--- src/design/uartsf_regs.vh ---
`ifndef UARTSF_REGS_VH
`define UARTSF_REGS_VH

`define UARTSF_ADDR_STATUS 8'h00
`define UARTSF_ADDR_DATA 8'h04
`define UARTSF_ADDR_CTRL 8'h08
`define UARTSF_ADDR_IRQ_STAT 8'h0C
`define UARTSF_ADDR_IRQ_MASK 8'h10

`define UARTSF_BIT_TX_EMPTY 7
`define UARTSF_BIT_TX_DONE 6
`define UARTSF_BIT_RX_FULL 5
`define UARTSF_BIT_IDLE 4
`define UARTSF_BIT_OVR 3
`define UARTSF_BIT_NOISE 2

`define UARTSF_CTRL_BREAK 0
`define UARTSF_CTRL_IDLE_SEL 2
`define UARTSF_CTRL_TXON 3
`define UARTSF_CTRL_NINE 4
`define UARTSF_CTRL_WMASK 8'h1D
`define UARTSF_CTRL_RST 8'h00
`define UARTSF_MASK_RST 8'h00
`define UARTSF_IRQ_MASK_BITS 8'hFC

`define UARTSF_CHAR_BITS_8 4'hA
`define UARTSF_CHAR_BITS_9 4'hB
`define UARTSF_START_SAMPLES 3'h7
`define UARTSF_BIT_SAMPLES 3'h3

`endif

--- src/design/uartsf_noise.v ---
`timescale 1ns/1ns
`default_nettype none
`include "uartsf_regs.vh"

module uartsf_noise (
  input wire sys_clk, // System clock.
  input wire rstn, // Synchronous reset, active low.
  input wire frame_begin, // Pulse at the falling edge that opens a frame.
  input wire sample_strobe, // Pulse for each sample taken inside a bit.
  input wire sample_bit, // Sampled line level.
  input wire bit_end, // Pulse closing each bit time.
  output reg frame_noise // High once any bit of the frame saw mixed samples.
);

  reg first_bit;
  reg [2:0] sample_cnt;
  reg seen_zero;
  reg seen_one;
  wire [2:0] sample_limit;

  // The start bit is judged on seven samples, every later bit on three.
  assign sample_limit = first_bit ? `UARTSF_START_SAMPLES : `UARTSF_BIT_SAMPLES;

  always @(posedge sys_clk)
  begin
    if (!rstn)
    begin
      first_bit <= 1'b1;
      sample_cnt <= 3'h0;
      seen_zero <= 1'b0;
      seen_one <= 1'b0;
      frame_noise <= 1'b0;
    end
    else if (frame_begin)
    begin
      first_bit <= 1'b1;
      sample_cnt <= 3'h0;
      seen_zero <= 1'b0;
      seen_one <= 1'b0;
      frame_noise <= 1'b0;
    end
    else if (bit_end)
    begin
      // A bit with both levels among its samples has a dissenting sample.
      if (seen_zero && seen_one)
      begin
        frame_noise <= 1'b1;
      end
      first_bit <= 1'b0;
      sample_cnt <= 3'h0;
      seen_zero <= 1'b0;
      seen_one <= 1'b0;
    end
    else if (sample_strobe && (sample_cnt < sample_limit))
    begin
      sample_cnt <= sample_cnt + 3'h1;
      if (sample_bit)
      begin
        seen_one <= 1'b1;
      end
      else
      begin
        seen_zero <= 1'b1;
      end
    end
  end

endmodule // uartsf_noise
`default_nettype wire

--- src/design/uartsf_status.v ---
`timescale 1ns/1ns
`default_nettype none
`include "uartsf_regs.vh"

// Summary of operation
// - Transmit-empty flag is set at reset and when the buffer loads the shifter.
// - Transmit-empty clears only by status read seeing it set, then data write.
// - Transmit-complete is set at reset and when buffer empty and nothing sends.
// - Armed transmit-complete clears on data write, transmit enable rise, or break write.
// - Receive-full flag is set when a character enters the data register.
// - Receive-full clears by status read seeing it set, then data read.
// - Idle flag sets after the line stays high ten or eleven bit times.
// - Idle select zero starts idle counting right after the start bit.
// - Idle select one starts idle counting only after the stop bit.
// - Idle flag clears by status read seeing it set, then data read.
// - Idle flag sets once, then waits for a newly received character.
// - Overrun sets when a character arrives unread; new character and errors dropped.
// - Overrun clears by status read seeing it set, then data read.
// - Seven start-bit and three per-bit samples; any disagreement sets noise flag.
// - Noise clears by any status read followed by a data read.
module uartsf_status (
  input wire sys_clk, // System clock, 25 MHz.
  input wire rstn, // Synchronous reset, active low.
  input wire [7:0] paddr, // APB address.
  input wire psel, // APB select.
  input wire penable, // APB enable.
  input wire pwrite, // APB direction, high for write.
  input wire [31:0] pwdata, // APB write data.
  output reg [31:0] prdata, // APB read data.
  output wire pready, // APB ready, always high.
  output reg pslverr, // APB error for unmapped addresses.
  output wire irq, // Level interrupt.
  input wire rx_pin, // Serial receive line, asynchronous.
  input wire rx_bit_tick, // One pulse per bit time.
  input wire rx_frame_begin, // Pulse at the start bit falling edge.
  input wire rx_start_done, // Pulse at the end of the start bit.
  input wire rx_stop_done, // Pulse at the end of the stop bit.
  input wire rx_sample_strobe, // Pulse for each bit sample.
  input wire rx_sample_bit, // Level of that sample.
  input wire rx_bit_end, // Pulse closing each bit time.
  input wire rx_char_ready, // Pulse: shifter holds a complete character.
  input wire [7:0] rx_char_data, // Character in the shifter.
  input wire tx_shift_load, // Pulse: shifter takes the buffered word.
  input wire tx_active, // Level: data, preamble or break on the line.
  input wire [1:0] status_low_in, // Status bits 1 and 0 from other logic.
  output reg [7:0] tx_buf_data, // Transmit buffer contents.
  output wire tx_buf_valid, // Transmit buffer holds a word.
  output wire tx_on, // Transmit enable control.
  output wire send_break, // Send break control.
  output wire nine_bit_char // Nine bit character select.
);

  reg [1:0] rx_sync;
  reg tx_empty, tx_done, rx_full, idle, ovr, noise;
  reg arm_tx_empty, arm_tx_done, arm_rx_full, arm_idle, arm_ovr, arm_noise;
  reg tx_queued, idle_allow, idle_run;
  reg [3:0] idle_cnt;
  reg [7:0] rx_data, ctrl, irq_stat, irq_mask, flags_prev;

  wire frame_noise, rx_high, setup, access;
  wire [4:0] sel;
  wire st_rd, data_rd, data_wr, ctrl_wr, istat_wr, mask_wr;
  wire [7:0] status, flag_events;
  wire txon_rise, break_wr, tx_work, tx_done_clr;
  wire rx_take, rx_lost, idle_sel;
  wire [3:0] idle_target;
  wire idle_start, idle_hit;

  function [4:0] reg_sel;
    input [7:0] a;
    begin
      if (a == `UARTSF_ADDR_STATUS)
        reg_sel = 5'h01;
      else if (a == `UARTSF_ADDR_DATA)
        reg_sel = 5'h02;
      else if (a == `UARTSF_ADDR_CTRL)
        reg_sel = 5'h04;
      else if (a == `UARTSF_ADDR_IRQ_STAT)
        reg_sel = 5'h08;
      else if (a == `UARTSF_ADDR_IRQ_MASK)
        reg_sel = 5'h10;
      else
        reg_sel = 5'h00;
    end
  endfunction

  uartsf_noise uartsf_noise_inst (
    .sys_clk(sys_clk),
    .rstn(rstn),
    .frame_begin(rx_frame_begin),
    .sample_strobe(rx_sample_strobe),
    .sample_bit(rx_sample_bit),
    .bit_end(rx_bit_end),
    .frame_noise(frame_noise)
  );

  always @(posedge sys_clk)
  begin
    if (!rstn)
      rx_sync <= 2'h3;
    else
      rx_sync <= {rx_sync[0], rx_pin};
  end
  assign rx_high = rx_sync[1];

  assign pready = 1'b1;
  assign setup = psel & ~penable;
  assign access = psel & penable;
  assign sel = reg_sel(paddr);
  assign st_rd = access & ~pwrite & sel[0];
  assign data_rd = access & ~pwrite & sel[1];
  assign data_wr = access & pwrite & sel[1];
  assign ctrl_wr = access & pwrite & sel[2];
  assign istat_wr = access & pwrite & sel[3];
  assign mask_wr = access & pwrite & sel[4];

  assign status = {tx_empty, tx_done, rx_full, idle, ovr, noise, status_low_in};

  assign tx_on = ctrl[`UARTSF_CTRL_TXON];
  assign send_break = ctrl[`UARTSF_CTRL_BREAK];
  assign nine_bit_char = ctrl[`UARTSF_CTRL_NINE];
  assign idle_sel = ctrl[`UARTSF_CTRL_IDLE_SEL];
  assign tx_buf_valid = ~tx_empty;

  // Read data is captured in the setup cycle so the access cycle sees a
  // stable word; all clear sequences but noise's are armed from that captured word.
  always @(posedge sys_clk)
  begin
    if (!rstn)
    begin
      prdata <= 32'h00000000;
      pslverr <= 1'b0;
    end
    else if (setup)
    begin
      pslverr <= (sel == 5'h00);
      if (pwrite)
        prdata <= 32'h00000000;
      else if (sel[0])
        prdata <= {24'h000000, status};
      else if (sel[1])
        prdata <= {24'h000000, rx_data};
      else if (sel[2])
        prdata <= {24'h000000, ctrl};
      else if (sel[3])
        prdata <= {24'h000000, irq_stat};
      else if (sel[4])
        prdata <= {24'h000000, irq_mask};
      else
        prdata <= 32'h00000000;
    end
  end

  always @(posedge sys_clk)
  begin
    if (!rstn)
    begin
      ctrl <= `UARTSF_CTRL_RST;
      irq_mask <= `UARTSF_MASK_RST;
    end
    else
    begin
      if (ctrl_wr)
        ctrl <= pwdata[7:0] & `UARTSF_CTRL_WMASK;
      if (mask_wr)
        irq_mask <= pwdata[7:0] & `UARTSF_IRQ_MASK_BITS;
    end
  end

  // Arms other than noise's remember what the last status read showed; the matching data
  // access then completes the clear.
  always @(posedge sys_clk)
  begin
    if (!rstn)
    begin
      arm_tx_empty <= 1'b0;
      arm_tx_done <= 1'b0;
      arm_rx_full <= 1'b0;
      arm_idle <= 1'b0;
      arm_ovr <= 1'b0;
      arm_noise <= 1'b0;
    end
    else if (st_rd)
    begin
      arm_tx_empty <= prdata[`UARTSF_BIT_TX_EMPTY];
      arm_tx_done <= prdata[`UARTSF_BIT_TX_DONE];
      arm_rx_full <= prdata[`UARTSF_BIT_RX_FULL];
      arm_idle <= prdata[`UARTSF_BIT_IDLE];
      arm_ovr <= prdata[`UARTSF_BIT_OVR];
      arm_noise <= 1'b1;
    end
    else
    begin
      if (data_wr)
        arm_tx_empty <= 1'b0;
      if (tx_done_clr)
        arm_tx_done <= 1'b0;
      if (data_rd)
      begin
        arm_rx_full <= 1'b0;
        arm_idle <= 1'b0;
        arm_ovr <= 1'b0;
        arm_noise <= 1'b0;
      end
    end
  end

  // Transmit side.
  assign txon_rise = ctrl_wr & pwdata[`UARTSF_CTRL_TXON] & ~ctrl[`UARTSF_CTRL_TXON];
  assign break_wr = ctrl_wr & pwdata[`UARTSF_CTRL_BREAK];
  assign tx_work = (data_wr & arm_tx_empty) | txon_rise | break_wr;
  assign tx_done_clr = arm_tx_done & (data_wr | txon_rise | break_wr);

  always @(posedge sys_clk)
  begin
    if (!rstn)
      tx_buf_data <= 8'h00;
    else if (data_wr)
      tx_buf_data <= pwdata[7:0];
  end

  always @(posedge sys_clk)
  begin
    if (!rstn)
      tx_empty <= 1'b1;
    else if (tx_shift_load)
      tx_empty <= 1'b1;
    else if (data_wr && arm_tx_empty)
      tx_empty <= 1'b0;
  end

  // Queued work holds the complete flag low until the shifter reports
  // activity, which otherwise would lag the write by a bit time or more.
  always @(posedge sys_clk)
  begin
    if (!rstn)
      tx_queued <= 1'b0;
    else if (tx_work)
      tx_queued <= 1'b1;
    else if (tx_active)
      tx_queued <= 1'b0;
  end

  always @(posedge sys_clk)
  begin
    if (!rstn)
      tx_done <= 1'b1;
    else if (tx_done_clr)
      tx_done <= 1'b0;
    else if (tx_empty && !tx_active && !tx_queued)
      tx_done <= 1'b1;
  end

  // Receive side.
  assign rx_take = rx_char_ready & ~rx_full;
  assign rx_lost = rx_char_ready & rx_full;

  always @(posedge sys_clk)
  begin
    if (!rstn)
      rx_data <= 8'h00;
    else if (rx_take)
      rx_data <= rx_char_data;
  end

  always @(posedge sys_clk)
  begin
    if (!rstn)
      rx_full <= 1'b0;
    else if (rx_take)
      rx_full <= 1'b1;
    else if (data_rd && arm_rx_full)
      rx_full <= 1'b0;
  end

  always @(posedge sys_clk)
  begin
    if (!rstn)
      ovr <= 1'b0;
    else if (rx_lost)
      ovr <= 1'b1;
    else if (data_rd && arm_ovr)
      ovr <= 1'b0;
  end

  // A lost character leaves noise untouched, since its errors are dropped.
  always @(posedge sys_clk)
  begin
    if (!rstn)
      noise <= 1'b0;
    else if (rx_take)
      noise <= frame_noise;
    else if (data_rd && arm_noise)
      noise <= 1'b0;
  end

  // Idle detection.
  assign idle_target = nine_bit_char ? `UARTSF_CHAR_BITS_9 : `UARTSF_CHAR_BITS_8;
  assign idle_start = idle_sel ? rx_stop_done : rx_start_done;
  assign idle_hit = idle_run & rx_high & rx_bit_tick & (idle_cnt == idle_target - 4'h1);

  always @(posedge sys_clk)
  begin
    if (!rstn)
      idle_run <= 1'b0;
    else if (idle_hit)
      idle_run <= 1'b0;
    else if (idle_start)
      idle_run <= 1'b1;
    else if (!rx_high && idle_sel)
      idle_run <= 1'b0;
  end

  // A low bit restarts the count, so only an unbroken high stretch counts.
  always @(posedge sys_clk)
  begin
    if (!rstn)
      idle_cnt <= 4'h0;
    else if (!rx_high || !idle_run || idle_hit)
      idle_cnt <= 4'h0;
    else if (rx_bit_tick)
      idle_cnt <= idle_cnt + 4'h1;
  end

  always @(posedge sys_clk)
  begin
    if (!rstn)
      idle_allow <= 1'b0;
    else if (rx_take)
      idle_allow <= 1'b1;
    else if (idle_hit)
      idle_allow <= 1'b0;
  end

  always @(posedge sys_clk)
  begin
    if (!rstn)
      idle <= 1'b0;
    else if (idle_hit && idle_allow)
      idle <= 1'b1;
    else if (data_rd && arm_idle)
      idle <= 1'b0;
  end

  // Interrupts: each rising flag sets a sticky bit; a new event wins over
  // a write-one-to-clear in the same cycle.
  assign flag_events = status & ~flags_prev & `UARTSF_IRQ_MASK_BITS;

  always @(posedge sys_clk)
  begin
    if (!rstn)
    begin
      flags_prev <= 8'h00;
      irq_stat <= 8'h00;
    end
    else
    begin
      flags_prev <= status;
      if (istat_wr)
        irq_stat <= (irq_stat & ~pwdata[7:0]) | flag_events;
      else
        irq_stat <= irq_stat | flag_events;
    end
  end

  assign irq = |(irq_stat & irq_mask);

endmodule // uartsf_status
`default_nettype wire

--- config.mk ---
export PLATFORM = sky130hd
export DESIGN_NAME = uartsf_status
export DESIGN_NICKNAME = d
export VERILOG_FILES = /design/src/design/uartsf_noise.v /design/src/design/uartsf_status.v
export VERILOG_INCLUDE_DIRS = /design/src /design/src/design
export SDC_FILE = /design/constraint.sdc
export NUM_CORES = 1
export LEC_CHECK = 0
export ABC_AREA = 1
export BUFFER_PORTS_ARGS = -buffer_cell sky130_fd_sc_hd__buf_2
export CORE_ASPECT_RATIO = 0.8
export CORE_MARGIN = 2
export CORE_UTILIZATION = 51
export CTS_CLUSTER_DIAMETER = 100
export DETAILED_ROUTE_END_ITERATION = 16
export PLACE_DENSITY = 0.8
export SETUP_SLACK_MARGIN = 0.02
export SLEW_MARGIN = 20
export SYNTH_ARGS = -nofsm -noshare
export SYNTH_HDL_FRONTEND = slang
export SYNTH_HIERARCHICAL = 1
export SYNTH_SLANG_ARGS = --single-unit
--- constraint.sdc ---
create_clock -name sys_clk -period 1.3 [get_ports sys_clk]
set_input_delay 0.065 -clock sys_clk [delete_from_list [all_inputs] [get_ports sys_clk]]
set_output_delay 0.065 -clock sys_clk [all_outputs]
set_load 0.01 [all_outputs]
==> flow_summary.yaml <==
power_and_ir_drop:
  swShare_pct: 24.1
  power_frac_seq_pct: 49.3
  ir_drop_mv: 0.743
  p_comb_share_pct: 8.7
  powerDensity_mw_per_mm2: 1150
  intPower_w: 0.00380
  p_leak_nw: 2.12
  clkPwrFrac_pct: 42.0
  p_switching_w: 0.00121
clock_network:
  root_buffer: "clkbuf_8"
  clock_latency_ns: 0.35
  cts_buffer_depth: 2
  clkTransAtPathRegs_ns: 0.08
  cts_num_sinks: 77
  tritoncts: "done"
  tritoncts.num_buffers: 9
  h-tree-depth: 3
sta:
  finalHoldViolCount: 0
  final.setup_skew_ns: 0.00701
  max_freq_mhz: 773
  finalCritPeriodShare_pct: 99.5
  worstMarginPinSlew_ns: 0.526
  timing.hold.ws_ns: 0.0154
  maxSlewHeadroom_pct: 64.9
  rsz0062_at_grt: "yes"
  slew_violations: 0
  setup_viol: 0
  post-route-min-period_ns: 1.29
route:
  vias_per_cell: 5.19
  dr.first_iter.drc_count: 272
  first_pass_iters: 5
  drc_errors: 0
  antenna_left: 0
  via_count: 3423
  wl_per_cell_um: 14.0
  wl_um: 9210
floorplan:
  coreArea_mm2: 0.00679
  io_pins: 113
  die_area_mm2: 0.00758
  initial_core_util_pct: 51.8
  die_h_um: 78.3
  die_x_um: 96.8
  rows: 27
place:
  port_buffers: 63
  dp_hpwl_um: 6790
  gp_congestion: 0.949
logic_synthesis:
  synth_area_per_cell_um2: 7.45
  synth_cell_types: 36
  synth_xor_xnor_area_share_pct: 0.249
  yosys_register_bits: 77
  yosysSeqAreaShare_pct: 43.8
  synth_fa_ha_area_share_pct: 1.07
  yosys.area_share.simple_pct: 26.2
  synth_area_mm2: 0.00352
  synthMuxAreaShare_pct: 0
  syn_inst: 472
  synth_compound_area_share_pct: 15.0
  synth_top_family_by_area: "simple AND/OR/NAND/NOR gates"
  synth.yosys.warnings: 6
setup_path:
  cp_slowest_cell: "dfxtp_2"
  cp_data_required_time_ns: 1.24
  critPathMaxStageDelay_ns: 0.34
  path_cells: "nand2_2, nand2_2, a221oi_2, nand3_1, buf_2"
  cp_max_fo: 3
  critPathArrivalTime_ns: 1.23
  worst-setup-path-type: "reg2out"
  start_kind: "flop"
  crit_top_cell: "nand2_2"
  end_kind: "output pin"
  r2r_slack_ns: 0.16
layout:
  layout.nets: 637
  utilization_pct: 64.0
  final_common_cell: "nand2_1"
  diodes: 0
  drive_gt1_share_pct: 24.6
  area_growth_pct: 23.6
  final_cell_mix: "nand2_1, dfxtp_1, buf_2"
global_route:
  grt_pass1_wl_um: 15100
  grt_util_all_layers_pct: 24.9
  overflow: 0
  grt_antenna_before_repair: 0
  grt_pass1_vias: 3161
  grt_start_max_net_pins: 45
hold_path:
  hp-class: "in2reg"
job:
  max_cap_violations: 0
run_status:
  outcome: "finished, final reports clean"
[Yosys cell counts]
master	count	share of area, %
a211o_1	1	0.25
a21oi_1	43	6.1
a21oi_2	1	0.25
a221oi_1	1	0.25
a31oi_1	1	0.18
buf_1	1	0.11
buf_4	27	5.8
buf_6	1	0.32
clkbuf_1	7	0.75
conb_1	2	0.21
dfxtp_1	77	44
ha_1	3	1.1
inv_1	51	5.4
inv_2	8	0.85
inv_4	1	0.18
nand2_1	84	9.0
nand2_2	5	0.89
nand2_4	1	0.32
nand3_1	39	5.6
nand3_2	1	0.28
nand3b_1	1	0.21
nand4_1	7	1.2
nor2_1	35	3.7
nor2_2	8	1.4
nor2_4	4	1.3
nor2_8	2	1.1
nor3_1	3	0.43
o211ai_1	2	0.43
o21a_1	1	0.21
o21ai_0	36	5.1
o21ai_1	5	0.71
o21bai_1	2	0.43
o22ai_1	6	1.1
or2_0	1	0.18
or2_2	3	0.53
xor2_1	1	0.25
[logic make-up (layout without fill, tap and decap cells)]
logic type | count (synthesis) | in the layout
and+or+nand+nor | 194 | 194
AOI/OAI and AO/OA | 99 | 99
adders and majority gates | 3 | 3
buffers and inverters | 96 | 174
xor gates and xnor gates | 1 | 1
other | 2 | 25
DFF | 77 | 77
[power by group through the flow]
| stage | Sequential (W) | Clock [W] | Combinational, W |
|---|---|---|---|
| 5_1_grt | 0.00248 | 0.00222 | 0.000481 |
| 6_report | 0.00247 | 0.00210 | 0.000433 |
| 3_3_place_gp | 0.00252 | 0 | 0.000376 |
| 4_1_cts | 0.00246 | 0.00211 | 0.000426 |
| 3_5_place_dp | 0.00252 | 0 | 0.000387 |
| 2_1_floorplan | 0.00251 | 0 | 0.000281 |
[timing repair]
action	in CTS	in global routing
endpoints found under the hold margin	16	0
hold buffers	14	0
cloned	0	0
resized for setup	3	5
setup endpoints to repair	1	1
pin swaps	3	4
buffers inserted	1	1
[flip-flops by register name (all words and copies together) (netlist names), 2 cells and up]
name / count
irq_stat: 8
prdata: 8
rx_data: 8
tx_buf_data: 8
flags_prev: 6
irq_mask: 6
ctrl: 4
idle_cnt: 4
uartsf_noise_inst/sample_cnt: 3
rx_sync: 2
[cell type report]
cell class              count  area (µm²)
fillers                   617        2450
flip-flops and latches     77        1550
well taps                  87         109
inverters                  60         228
multi-input cells         322        1600
repair buffers             98         626
clock buffers              12         155
clock inverters             4        77.6
[worst max-delay path, delay by kind of cell (launching register included)]
family          cells  cell delay (ns)
compound gates      1             0.16
simple gates        3             0.22
buf+inv             1             0.15
flops               1             0.34
[path summary, 6_finish.rpt]
kind                            cells after the start              to        start
worst max-delay path                                5             irq  irq_mask[6]
worst min-delay path                                3  tx_buf_data[0]    pwdata[0]
worst max register to register                      5     idle_cnt[0]      ctrl[4]
worst min register to register                      1      rx_sync[1]   rx_sync[0]
[stage by stage]
step	instance area, µm²	power (W)	std cells	setup slack (ns)	setup TNS (ns)
after floorplan	3600	0.00279	495	0.120	0
after global placement	3940	0.00289	628	0.00422	0
after detailed placement	3940	0.00291	628	-0.0460	-0.244
after CTS	4330	0.00500	659	-0.00524	-0.00524
after global routing	4340	0.00517	660	-0.0549	-0.0549
final	4340	0.00500	660	0.00666	0
[layer usage]
metal / part of all wire [%] / global-route usage (%) / wire length (µm) / vias to the layer above
li1: - / - / - / 1674
met1: 47 / 34.7 / 4310 / 1582
met2: 45 / 39.2 / 4100 / 151
met3: 7.3 / 6.41 / 674 / 16
met4: 1.4 / 5.49 / 125 / 0
met5: 0 / 0 / 0 / -
(Power assumes the default switching activity.)
